## src/hw/psc_pkg.sv

```systemverilog
// Shared constants and carrier types for the program store control block.
// Assumes the core presents special register accesses and external-data moves
// as single-cycle strobes on the system clock.
`default_nettype none

package psc_pkg;

    // ------------------------------------------------------------------
    // Register map
    // ------------------------------------------------------------------
    localparam logic [7:0] PSC_CTL_ADDR = 8'h8F;   // Control register address
    localparam logic [7:0] PSC_CTL_PAGE = 8'h00;   // Special register page
    localparam logic [7:0] PSC_CTL_RESET = 8'h00;  // Control reset value
    localparam logic [7:0] PSC_CTL_USED = 8'h07;   // Implemented bits mask
    localparam logic [7:0] PSC_ZERO_BYTE = 8'h00;  // Data sent with an erase

    // Field positions
    localparam int PSC_WE_BIT = 0;                 // Flash write enable
    localparam int PSC_EE_BIT = 1;                 // Page erase enable
    localparam int PSC_SP_BIT = 2;                 // Scratchpad select

    // ------------------------------------------------------------------
    // Carriers
    // ------------------------------------------------------------------
    // Special register access from the core
    typedef struct packed {
        logic       wr;      // Write strobe
        logic       rd;      // Read strobe
        logic [7:0] page;    // Active register page
        logic [7:0] addr;    // Register address
        logic [7:0] wdata;   // Write data
    } psc_sfr_type;

    // External-data move from the core
    typedef struct packed {
        logic        wr;     // Move write strobe
        logic        rd;     // Move read strobe
        logic [15:0] addr;   // Effective address
        logic [7:0]  data;   // Write data
    } psc_move_type;

    // Steered memory request towards the memories
    typedef struct packed {
        logic        ram_wr;   // Write to external data space
        logic        ram_rd;   // Read from external data space
        logic        prog;     // Program one Flash byte
        logic        erase;    // Erase one Flash page
        logic        refused;  // Erase of the lock page was refused
        logic [15:0] addr;     // Target address
        logic [7:0]  data;     // Target data
    } psc_mem_type;

endpackage

`default_nettype wire

```

## src/hw/psc_flash_ctl.sv

```systemverilog
// Program store control: control register plus steering of external-data
// moves to external RAM or to Flash programming and page erase.
// Assumes the core's strobes are one cycle wide and synchronous to mclk_i.
`timescale 1ns/1ns
`default_nettype none

module psc_flash_ctl #(
    parameter int ADDR_W = 16,                     // Move address width
    parameter int PAGE_BITS = 9,                   // Address bits inside one page
    parameter int LOCK_PAGE = 127                  // Page holding the lock bytes
) (
    input wire logic mclk_i,                       // System clock, 10 MHz
    input wire logic rst_n_i,                      // Synchronous reset, active low
    input wire psc_pkg::psc_sfr_type sfr_i,        // Control register access
    output logic [7:0] sfr_rdata_o,                // Control register read data
    input wire psc_pkg::psc_move_type move_i,      // External-data move
    output psc_pkg::psc_mem_type mem_o,            // Steered memory request
    output logic scratch_sel_o                     // Flash sector: 1 scratchpad
);

    // ------------------------------------------------------------------
    // State
    // ------------------------------------------------------------------
    typedef struct packed {
        logic [2:0] ctl;                 // Implemented control bits
        logic [7:0] rdata;               // Registered read data
        psc_pkg::psc_mem_type mem;       // Registered memory request
    } psc_state_type;

    psc_state_type state_r;              // Current state
    psc_state_type state_nxt;            // Next state

    logic ctl_hit;                       // Access targets the control register
    logic lock_page;                     // Move address lies in the lock page
    logic [ADDR_W-PAGE_BITS-1:0] lock_idx; // Lock page number at page field width (ADDR_W-PAGE_BITS bits)

    assign lock_idx = (ADDR_W-PAGE_BITS)'(LOCK_PAGE);
    assign ctl_hit = (sfr_i.addr == psc_pkg::PSC_CTL_ADDR) &&
                     (sfr_i.page == psc_pkg::PSC_CTL_PAGE);
    assign lock_page = (move_i.addr[ADDR_W-1:PAGE_BITS] == lock_idx);

    // ------------------------------------------------------------------
    // Next-state logic
    // ------------------------------------------------------------------
    // Register access, then steering of the move for this cycle
    always_comb begin
        state_nxt = state_r;
        state_nxt.mem.ram_wr = 1'b0;
        state_nxt.mem.ram_rd = 1'b0;
        state_nxt.mem.prog = 1'b0;
        state_nxt.mem.erase = 1'b0;
        state_nxt.mem.refused = 1'b0;
        // Only the low three bits are stored
        if (sfr_i.wr && ctl_hit) begin
            state_nxt.ctl = sfr_i.wdata[2:0];
        end
        // Read returns zero in the unused bits
        if (sfr_i.rd && ctl_hit) begin
            state_nxt.rdata = {5'h00, state_r.ctl} & psc_pkg::PSC_CTL_USED;
        end
        // Move reads always go to external data space
        if (move_i.rd) begin
            state_nxt.mem.ram_rd = 1'b1;
            state_nxt.mem.addr = move_i.addr;
        end
        if (move_i.wr) begin
            state_nxt.mem.addr = move_i.addr;
            state_nxt.mem.data = move_i.data;
            if (!state_r.ctl[psc_pkg::PSC_WE_BIT]) begin
                // Default target is external RAM
                state_nxt.mem.ram_wr = 1'b1;
            end else if (state_r.ctl[psc_pkg::PSC_EE_BIT]) begin
                // Data byte does not take part in an erase
                state_nxt.mem.data = psc_pkg::PSC_ZERO_BYTE;
                if (lock_page && !state_r.ctl[psc_pkg::PSC_SP_BIT]) begin
                    // Lock page is protected from software erase
                    state_nxt.mem.refused = 1'b1;
                end else begin
                    // Whole page erase instead of programming
                    state_nxt.mem.erase = 1'b1;
                end
            end else begin
                // Program one byte at the addressed location
                state_nxt.mem.prog = 1'b1;
            end
        end
    end

    // ------------------------------------------------------------------
    // State register
    // ------------------------------------------------------------------
    // Reset clears the control register and all strobes
    always_ff @(posedge mclk_i) begin
        if (!rst_n_i) begin
            state_r <= '0;
            state_r.ctl <= psc_pkg::PSC_CTL_RESET[2:0];
        end else begin
            state_r <= state_nxt;
        end
    end

    // ------------------------------------------------------------------
    // Outputs
    // ------------------------------------------------------------------
    assign sfr_rdata_o = state_r.rdata;                   // Read data
    assign mem_o = state_r.mem;                           // Memory request
    assign scratch_sel_o = state_r.ctl[psc_pkg::PSC_SP_BIT]; // Sector

    logic flash_wr;                       // Move write with Flash writes enabled
    logic erase_wr;                       // Move write with erase enabled
    assign flash_wr = move_i.wr && state_r.ctl[psc_pkg::PSC_WE_BIT];
    assign erase_wr = flash_wr && state_r.ctl[psc_pkg::PSC_EE_BIT];
endmodule

`default_nettype wire

```

## config.mk

```make
export PLATFORM = sky130hd
export DESIGN_NAME = psc_flash_ctl
export DESIGN_NICKNAME = d
export VERILOG_FILES = /design/src/hw/psc_pkg.sv /design/src/hw/psc_flash_ctl.sv
export SDC_FILE = /design/constraint.sdc
export NUM_CORES = 1
export LEC_CHECK = 0
export BUFFER_PORTS_ARGS = -buffer_cell sky130_fd_sc_hd__buf_2
export CAP_MARGIN = 20
export CORE_AREA = 2 2 64 66
export CTS_BUF_LIST = sky130_fd_sc_hd__clkbuf_4
export CTS_CLUSTER_SIZE = 16
export DETAILED_ROUTE_END_ITERATION = 10
export DIE_AREA = 0 0 66 68
export PLACE_DENSITY = 0.75
export SLEW_MARGIN = 15
export SYNTH_ARGS = -nofsm -noshare
export SYNTH_HDL_FRONTEND = slang
export SYNTH_SLANG_ARGS = --single-unit
```

## constraint.sdc

```tcl
create_clock -name mclk_i -period 1.4 [get_ports mclk_i]
set_input_delay 0.07 -clock mclk_i [delete_from_list [all_inputs] [get_ports mclk_i]]
set_output_delay 0.07 -clock mclk_i [all_outputs]
set_load 0.01 [all_outputs]
```

==> impl_metrics.env, run 1 <==
export IMPL_syn_cell_area_sq_um=1660
export IMPL_clk_pin_slew_ns=0.10
export IMPL_syn_to_final_growth_pct=32.0
export IMPL_cp_num_buf_inv=2
export IMPL_finalSetupTns_ns=0
export IMPL_start_util_pct=42.9
export IMPL_max_slew_worst_pin_slew_ns=0.566
export IMPL_r2r_start="state_r[37]"
export IMPL_timing_final_crit_share_pct=85.9
export IMPL_postSynthAreaPerCell_sq_um=8.80
export IMPL_critical_path_slowest_cell="dlygate4sd3_1"
export IMPL_io_buffers=81
export IMPL_worstSkewPairLatency_ns=0.33
export IMPL_reg2regPathDepth=2
export IMPL_core_rowCount=23
export IMPL_r2r_setup_slack_ns=0.36
export IMPL_slew_headroom_pct=62.3
export IMPL_start_kind="input port"
export IMPL_final_antenna_net_count=0
export IMPL_dr_pass1_iters=4
export IMPL_power_frac_seq_pct=51.3
export IMPL_skew_ns=0.00337
export IMPL_drc_errors=0
export IMPL_grt_max_degree=27
export IMPL_cp_startpoint="move_i[24]"
export IMPL_grt_total_usage_pct=17.0
export IMPL_setup_ws_ns=0.198
export IMPL_setup_viol=0
export IMPL_die_w_um=66
export IMPL_ys_ff_latch=35
export IMPL_holdWs_ns=0.0118
export IMPL_die_h_um=68
export IMPL_cts_buffers=5
export IMPL_antenna_found_initial=0
export IMPL_drv_cap=0
export IMPL_grt_pass1_vias=1320
export IMPL_cp_max_fo=16
export IMPL_die_area_sq_um=4490
export IMPL_dp_hpwl_mm=2.37
export IMPL_slew_violations=0
export IMPL_vias=1410
export IMPL_clockBufferDepth=2
export IMPL_critPathCapture="mem_o[9]"
export IMPL_path_class="in -> reg"
export IMPL_hold_violations=0
export IMPL_p_int_mw=1.58
export IMPL_swShare_pct=23.4
export IMPL_netlist_instances=188
export IMPL_power_total_mw=2.06
export IMPL_p_leak_nw=1.10
export IMPL_rsz0062_at_grt="false"
export IMPL_dpl_cell_count=280
export IMPL_layout_drive_gt1_share_pct=36.4
export IMPL_ys_seq_area_share_pct=42.3
export IMPL_ctsResizeCount=0
export IMPL_layout_nets=317
export IMPL_r2r_end="mem_o[24]"
export IMPL_nFillCells=379
export IMPL_design_area_sq_um=2180
export IMPL_multi_input_area_sq_um=657
export IMPL_fp_coreArea_sq_um=3860
export IMPL_seq_area_sq_um=701
export IMPL_critPathTopFamily="buffers and inverters"
export IMPL_detailedPlace_worstSlack_ns=-0.0174
export IMPL_antennaDiodeCount=0
export IMPL_cp_slowest_stage_delay_ns=0.53
export IMPL_p_clk_share_pct=33.6
export IMPL_path_cells="dlygate4sd3_1, buf_2, or2_1, nand2_1, a21boi_0"
export IMPL_ys_types=25
export IMPL_cts_sinks=35
export IMPL_htreeDepth=2
export IMPL_switching_power_mw=0.483
export IMPL_min_path_type="in -> reg"
export IMPL_status="finished, final reports clean"
export IMPL_gr_total_overflow=0
export IMPL_grt_pass1_wl_mm=5.70
export IMPL_final_cells=314
export IMPL_viasPerCell=4.49
export IMPL_cts_tree="yes"
export IMPL_max_freq_mhz=832
export IMPL_globalplace_congestion=0.692
export IMPL_clockRootBuffer="clkbuf_4"
export IMPL_first_iter_violations=40
export IMPL_post_route_util_pct=56.7
export IMPL_powerDensity_nw_per_um2=944
export IMPL_cp_depth=5
export IMPL_routed_wl_mm=3.66
export IMPL_io_pins=92
export IMPL_layout_min_cycle_time_ns=1.20
export IMPL_p_comb_share_pct=15.1
export IMPL_crit_path_end_kind="flop"
export IMPL_required_ns=1.66
export IMPL_wire_per_inst_um=11.7
export IMPL_arrival_ns=1.46
export IMPL_placed_cell_area_sq_um=1850
export IMPL_ys_warnings_count=0
export IMPL_max_vdd_ir_drop_mv=0.555
==> cell families after synthesis <==
logic type	count (synthesis)	share of synthesized area, %
AO/OA/AOI/OAI	24	10.9
AND/OR/NAND/NOR	76	24.0
other	1	0.227
multiplexers	6	3.63
flip-flops	35	42.3
buffers and inverters	46	18.9
==> worst reg2reg max path, stage by stage, from the launching register on <==
cell	delay [ns]
dfxtp_1	0.37
nand2_1	0.25
nor4_1	0.34
==> worst min-delay path by stage <==
stage	start	slack, ns	to	cells past startpoint
6_report	move_i[6]	0.01	mem_o[6]	3
5_1_grt	move_i[6]	0.007	mem_o[6]	3
4_1_cts	move_i[6]	0.0004	mem_o[6]	3
3_5_place_dp	move_i[24]	0.31	mem_o[27]	2
3_3_place_gp	move_i[24]	0.31	mem_o[27]	2
2_1_floorplan	move_i[24]	0.20	mem_o[27]	1
==> layout by cell type (no fill, tap or decap), types with 2 or more instances in the layout <==
master,n
nand3_1,8
buf_2,81
nand2b_1,8
conb_1,5
buf_4,3
dfxtp_1,35
mux2i_1,6
nor2_1,3
a21boi_0,13
nand2_1,43
dlygate4sd3_1,26
a21boi_1,11
nand2_2,2
clkbuf_4,5
==> Yosys cell counts, drive strengths merged <==
| library cell | count | area share, % |
|---|---|---|
| nand2 | 45 | 11 |
| buf | 38 | 17 |
| dfxtp | 35 | 42 |
| a21boi | 24 | 11 |
| clkbuf | 8 | 1.8 |
| nand2b | 8 | 3.0 |
| nand3 | 8 | 2.4 |
| mux2i | 6 | 3.6 |
| nor2 | 3 | 0.68 |
| nand4b | 2 | 2.0 |
| nor4 | 2 | 1.7 |
| or4b | 2 | 1.4 |
| and2 | 1 | 0.38 |
| conb | 1 | 0.23 |
| nand4 | 1 | 0.38 |
| nor3 | 1 | 0.30 |
| nor3b | 1 | 0.45 |
| or2 | 1 | 0.38 |
| or4 | 1 | 0.45 |
==> registers in the layout, summed over array words and instances, names as in the netlist <==
register	cells
mem_o	29
scratch_sel_o	1
sfr_rdata_o	3
state_r	2
==> power groups by stage <==
stage	clock network, mW	logic, mW	registers, mW
floorplan	0	0.193	1.08
global placement	0	0.250	1.08
detailed placement	0	0.255	1.08
CTS	0.723	0.311	1.06
global route	0.760	0.346	1.06
finish	0.694	0.311	1.06
==> timing repair <==
action                                 in CTS  in global routing
hold buffers                               26                  0
endpoints found under the hold margin      26                  0
setup buffers                               0                  0
==> cell type report <==
cell class | count | share of cell area (%)
Sequential cell | 35 | 32.1
Tap cell | 50 | 2.86
Clock inverter | 3 | 1.78
Multi-Input combinational cell | 111 | 30.1
Timing Repair Buffer | 110 | 31.5
Clock buffer | 5 | 1.72
==> layer usage <==
| layer | track usage, % | up-vias | part of all wire, % |
|---|---|---|---|
| met5 | 0 | - | 0 |
| met4 | 5.36 | 0 | 0.74 |
| met3 | 5.43 | 3 | 6.4 |
| met2 | 31.4 | 58 | 51 |
| met1 | 18.4 | 627 | 42 |
| li1 | - | 722 | - |
Note: power is estimated with default switching activity, not from simulation.
==> inputs of run 2 (changes only) <==
--- a/config.mk
+++ b/config.mk
@@ -5,14 +5,15 @@
 export SDC_FILE = /design/constraint.sdc
 export NUM_CORES = 1
 export LEC_CHECK = 0
+export ABC_AREA = 1
 export BUFFER_PORTS_ARGS = -buffer_cell sky130_fd_sc_hd__buf_2
 export CAP_MARGIN = 20
-export CORE_AREA = 2 2 64 66
+export CORE_AREA = 2 2 66 68
 export CTS_BUF_LIST = sky130_fd_sc_hd__clkbuf_4
 export CTS_CLUSTER_SIZE = 16
 export DETAILED_ROUTE_END_ITERATION = 10
-export DIE_AREA = 0 0 66 68
-export PLACE_DENSITY = 0.75
+export DIE_AREA = 0 0 68 70
+export PLACE_DENSITY = 0.74
 export SLEW_MARGIN = 15
 export SYNTH_ARGS = -nofsm -noshare
 export SYNTH_HDL_FRONTEND = slang
==> run 2 against run 1 <==
Against the previous run:
- worst hold slack better by 0.012 ns
- combinational power increased by 4%
- synthesized area increased by 6.9%
- total power fell by 5.7%
- die area is 6.1% higher
- critical endpoint is now mem_o[21]
- global-route usage shrank 1.3 points
- critical path type unchanged
- clock-buffer cell count grew 2
- largest cell class unchanged
- utilization shrank 5.2 points
==> impl_metrics.env, run 2 <==
export IMPL_arrival_ns=1.35
export IMPL_r2r_start="state_r[37]"
export IMPL_synthTopCellsByArea="dfxtp_1 40%, buf_4 17%, nor2_1 11%"
export IMPL_netlist_instances=249
export IMPL_max_vdd_ir_drop_mv=0.329
export IMPL_powerDensity_nw_per_um2=913
export IMPL_min_path_type="in -> reg"
export IMPL_setup_viol=0
export IMPL_yosysMostFrequentCell="nor2_1"
export IMPL_vias=1570
export IMPL_synth_largest_area_cell="dfxtp_1"
export IMPL_synth_edf_count=0
export IMPL_layout_nets=366
export IMPL_cp_max_fo=17
export IMPL_clockRootBuffer="clkbuf_4"
export IMPL_layout_min_cycle_time_ns=1.12
export IMPL_htreeDepth=2
export IMPL_viasPerCell=4.30
export IMPL_rsz0062_at_grt="false"
export IMPL_final_cell_mix="81 x buf_2, 51 x nor2_1, 44 x nand2_1"
export IMPL_die_h_um=70
export IMPL_start_util_pct=42.7
export IMPL_drv_cap=0
export IMPL_cts_tree="yes"
export IMPL_grt_pass1_vias=1401
export IMPL_cts_buffers=5
export IMPL_detailedPlace_worstSlack_ns=0.377
export IMPL_start_kind="input port"
export IMPL_globalplace_congestion=0.758
export IMPL_ys_ff_latch=35
export IMPL_reg2regPathDepth=5
export IMPL_ys_types=19
export IMPL_postSynthAreaPerCell_sq_um=7.11
export IMPL_grt_max_degree=34
export IMPL_layout_drive_gt1_share_pct=30.0
export IMPL_final_antenna_net_count=0
export IMPL_dp_hpwl_mm=2.52
export IMPL_cts_sinks=35
export IMPL_syn_to_final_growth_pct=20.4
export IMPL_ctsResizeCount=0
export IMPL_ys_warnings_count=0
export IMPL_async_reset_ff_share_pct=0
export IMPL_fp_coreArea_sq_um=4140
export IMPL_crit_path_end_kind="flop"
export IMPL_path_class="in -> reg"
export IMPL_antenna_found_initial=0
export IMPL_wire_per_inst_um=9.83
export IMPL_io_buffers=81
export IMPL_synth_ff_type="dfxtp_1"
export IMPL_io_pins=92
export IMPL_required_ns=1.63
export IMPL_synth_top_area_share_pct=39.6
export IMPL_antennaDiodeCount=0
export IMPL_setup_ws_ns=0.275
export IMPL_max_slew_worst_pin_slew_ns=0.529
export IMPL_worstSkewPairLatency_ns=0.33
export IMPL_drc_errors=0
export IMPL_largest_register_ffs=29
export IMPL_p_leak_nw=1.20
export IMPL_slew_violations=0
export IMPL_nFillCells=422
export IMPL_r2r_end="mem_o[1]"
export IMPL_dr_pass1_iters=4
export IMPL_final_common_cell="buf_2"
export IMPL_clk_pin_slew_ns=0.10
export IMPL_ys_seq_area_share_pct=39.6
export IMPL_r2r_setup_slack_ns=0.41
export IMPL_routed_wl_mm=3.59
export IMPL_max_freq_mhz=889
export IMPL_clockBufferDepth=2
export IMPL_die_area_sq_um=4760
export IMPL_timing_final_crit_share_pct=80.3
export IMPL_status="finished, final reports clean"
export IMPL_grt_total_usage_pct=15.6
export IMPL_core_rowCount=24
export IMPL_yosys_top_cells_count="51 x nor2_1, 44 x nand2_1, 39 x buf_4, 35 x dfxtp_1, 31 x inv_1"
export IMPL_die_w_um=68
export IMPL_hold_violations=0
export IMPL_critPathCapture="mem_o[21]"
export IMPL_finalSetupTns_ns=0
export IMPL_gr_total_overflow=0
export IMPL_syn_cell_area_sq_um=1770
export IMPL_first_iter_violations=69
export IMPL_slew_headroom_pct=64.8
export IMPL_cp_startpoint="move_i[24]"
export IMPL_skew_ns=0.00171
export IMPL_grt_pass1_wl_mm=5.69
run 2: cell count changes in the layout (fill, tap and decap cells not counted), moves of 8 or more:
cell and delta:
a21boi_1 -11, nor2_1 +48, o211ai_1 +8, dlygate4sd3_1 -12, o21ai_0 +11, nand2b_1 -8, inv_1 +31, a21boi_0 -13
run 2: logic make-up (layout without fill, tap and decap cells):
logic type	Yosys count	in the layout	synth area share, %
other	1	5	0.212
DFF	35	35	39.6
and+or+nand+nor	111	111	26.2
buffers and inverters	76	136	25.5
AOI/OAI and AO/OA	26	26	8.49
run 2: timing repair:
action	CTS	global route
buffers inserted	0	0
hold buffers	14	0
endpoints found under the hold margin	14	0
run 2: layout make-up:
cell class | instances | area, sq um | area share [%]
clock buffers | 7 | 52.6 | 2.47
clock inverters | 1 | 5.00 | 0.235
inverters | 32 | 123 | 5.75
multi-input cells | 142 | 632 | 29.7
flip-flops and latches | 35 | 701 | 32.9
well taps | 52 | 65.1 | 3.05
repair buffers | 96 | 553 | 26.0
run 2: worst min-delay path by stage:
stage / start / endpoint / slack, ns / cells after the start
final: move_i[19] / mem_o[19] / 0.02 / 3
after global routing: move_i[19] / mem_o[19] / 0.05 / 3
after CTS: move_i[19] / mem_o[19] / 0.0001 / 3
after detailed placement: move_i[13] / mem_o[13] / 0.32 / 3
after global placement: move_i[13] / mem_o[13] / 0.31 / 3
after floorplan: move_i[24] / mem_o[27] / 0.17 / 2
run 2: worst max-delay path: stages:
cell and delay, ns:
dlygate4sd3_1 0.54, buf_2 0.16, nor2_8 0.21, inv_4 0.13, o21ai_0 0.18, a21oi_1 0.05
run 2: per-layer routing:
layer / track usage (%) / part of all wire (%)
met5: 0 / 0
met4: 6.44 / 1.5
met3: 4.83 / 8.4
met2: 25.8 / 46
met1: 18.3 / 44
run 2: report_power, final:
group          leakage, nW  internal [mW]  total (mW)  switching [mW]
registers            0.289           1.05        1.07          0.0228
logic                0.880          0.154       0.323           0.168
clock network       0.0361          0.234       0.552           0.318
total                 1.20           1.44        1.95           0.509
run 2: metrics by stage:
step | utilization (%) | instance area [sq um] | power, mW | hold slack, ns | cells
after floorplan | - | 1780 | 1.33 | 0.168 | 253
after global placement | 46.6 | 1930 | 1.38 | 0.313 | 343
after detailed placement | 46.6 | 1930 | 1.39 | 0.319 | 343
after CTS | 51.4 | 2130 | 1.98 | 0.0000956 | 365
after global routing | 51.4 | 2130 | 2.07 | 0.0481 | 365
final | 51.4 | 2130 | 1.95 | 0.0241 | 365
==> inputs of run 3 (changes only) <==
==> constraint.sdc (replaced) <==
create_clock -name mclk_i -period 1.17 [get_ports mclk_i]
set_input_delay 0.0585 -clock mclk_i [delete_from_list [all_inputs] [get_ports mclk_i]]
set_output_delay 0.0585 -clock mclk_i [all_outputs]
set_load 0.01 [all_outputs]
==> run 3 against run 2 <==
Against the previous run:
- utilization increased by 0.66 points
- setup slack got worse by 0.13 ns
- total power increased by 20%
- final area increased by 1.3%
==> impl_metrics.env, run 3 (same netlist as run 2, synthesis figures left out) <==
export IMPL_io_buffers=81
export IMPL_cts_sinks=35
export IMPL_largest_register_ffs=29
export IMPL_globalplace_congestion=0.798
export IMPL_skew_ns=0.00791
export IMPL_p_leak_nw=1.22
export IMPL_postCtsSetupBuffers=0
export IMPL_gr_total_overflow=0
export IMPL_dp_hpwl_mm=2.51
export IMPL_drv_cap=0
export IMPL_layout_nets=369
export IMPL_status="finished, final reports clean"
export IMPL_setup_viol=0
export IMPL_rsz0062_at_grt="false"
export IMPL_clockRootBuffer="clkbuf_4"
export IMPL_finalSetupTns_ns=0
export IMPL_timing_final_crit_share_pct=87.5
export IMPL_die_area_sq_um=4760
export IMPL_min_path_type="in -> reg"
export IMPL_max_freq_mhz=977
export IMPL_arrival_ns=1.29
export IMPL_core_rowCount=24
export IMPL_htreeDepth=2
export IMPL_antennaDiodeCount=0
export IMPL_max_vdd_ir_drop_mv=0.395
export IMPL_routed_wl_mm=3.59
export IMPL_power_total_mw=2.33
export IMPL_layout_drive_gt1_share_pct=30.7
export IMPL_required_ns=1.44
export IMPL_grt_max_degree=29
export IMPL_multi_input_area_sq_um=634
export IMPL_grt_pass1_wl_mm=5.72
export IMPL_io_pins=92
export IMPL_final_cell_mix="81 x buf_2, 51 x nor2_1, 43 x nand2_1"
export IMPL_crit_path_end_kind="flop"
export IMPL_drc_errors=0
export IMPL_antenna_found_initial=0
export IMPL_clk_pin_slew_ns=0.11
export IMPL_seq_area_sq_um=701
export IMPL_post_route_util_pct=52.1
export IMPL_viasPerCell=4.28
export IMPL_syn_to_final_growth_pct=22.0
export IMPL_nFillCells=406
export IMPL_start_kind="input port"
export IMPL_vias=1576
export IMPL_cp_max_fo=9
export IMPL_dr_pass1_iters=4
export IMPL_clockBufferDepth=2
export IMPL_hold_violations=0
export IMPL_final_common_cell="buf_2"
export IMPL_wire_per_inst_um=9.75
export IMPL_grt_total_usage_pct=15.7
export IMPL_start_util_pct=42.7
export IMPL_first_iter_violations=53
export IMPL_path_class="in -> reg"
export IMPL_cts_tree="yes"
export IMPL_powerDensity_nw_per_um2=1080
export IMPL_slew_violations=0
export IMPL_fp_coreArea_sq_um=4140
export IMPL_cts_buffers=5
export IMPL_worstSkewPairLatency_ns=0.33
export IMPL_layout_min_cycle_time_ns=1.02
export IMPL_grt_pass1_vias=1386
export IMPL_die_w_um=68
export IMPL_die_h_um=70
export IMPL_r2r_setup_slack_ns=0.27
export IMPL_final_antenna_net_count=0
[run 3: changes by cell type in the layout (fill, tap and decap cells not counted), sizes merged]
| cell | delta |
|---|---|
| buf | +2 |
| dlygate4sd3 | +1 |
[run 3: through the flow]
step / setup WS (ns) / instances / hold WS [ns] / cell area [sq um]
global placement: 0.195 / 345 / 0.299 / 1950
floorplan: 0.345 / 253 / 0.156 / 1780
global route: 0.101 / 368 / 0.0430 / 2160
finish: 0.146 / 368 / 0.00513 / 2160
detailed placement: 0.167 / 345 / 0.298 / 1950
CTS: 0.142 / 368 / 0.000441 / 2160
[run 3: where the power goes]
part	internal, mW	switching [mW]
Clock	0.281	0.370
Sequential	1.25	0.0268
Combinational	0.191	0.203
Total	1.73	0.600
[run 3: final cells by class]
cell class,instances,area share [%]
inverter,32,5.68
timing repair buffer,99,26.8
clock buffer,7,2.43
multi-input combinational,142,29.4
clock inverter,1,0.232
sequential,35,32.5
tap,52,3.01
[run 3: critical path, stage by stage]
cell	delay [ns]
dlygate4sd3_1	0.54
buf_2	0.16
nor2_8	0.14
buf_4	0.18
o21ai_0	0.09
nor2_1	0.11
[run 3: repair_timing]
item                       in CTS  in global routing
hold buffers                   15                  0
resized for setup               0                  1
hold endpoints to repair       15                  0
setup endpoints to repair       0                  1
[run 3: path summary, 6_finish.rpt]
kind               start         to  cells after the start
max           move_i[24]   mem_o[8]                      6
min           move_i[18]  mem_o[18]                      3
max reg2reg  state_r[38]   mem_o[3]                      5
min reg2reg  state_r[37]  mem_o[28]                      1
[run 3: layer usage]
layer | vias up | global-route usage (%) | share of wire [%]
met5 | - | 0 | 0
met3 | 5 | 4.99 | 9.3
met4 | 0 | 5.33 | 1.3
met2 | 54 | 27.5 | 46
li1 | 858 | - | -
met1 | 659 | 17.4 | 43
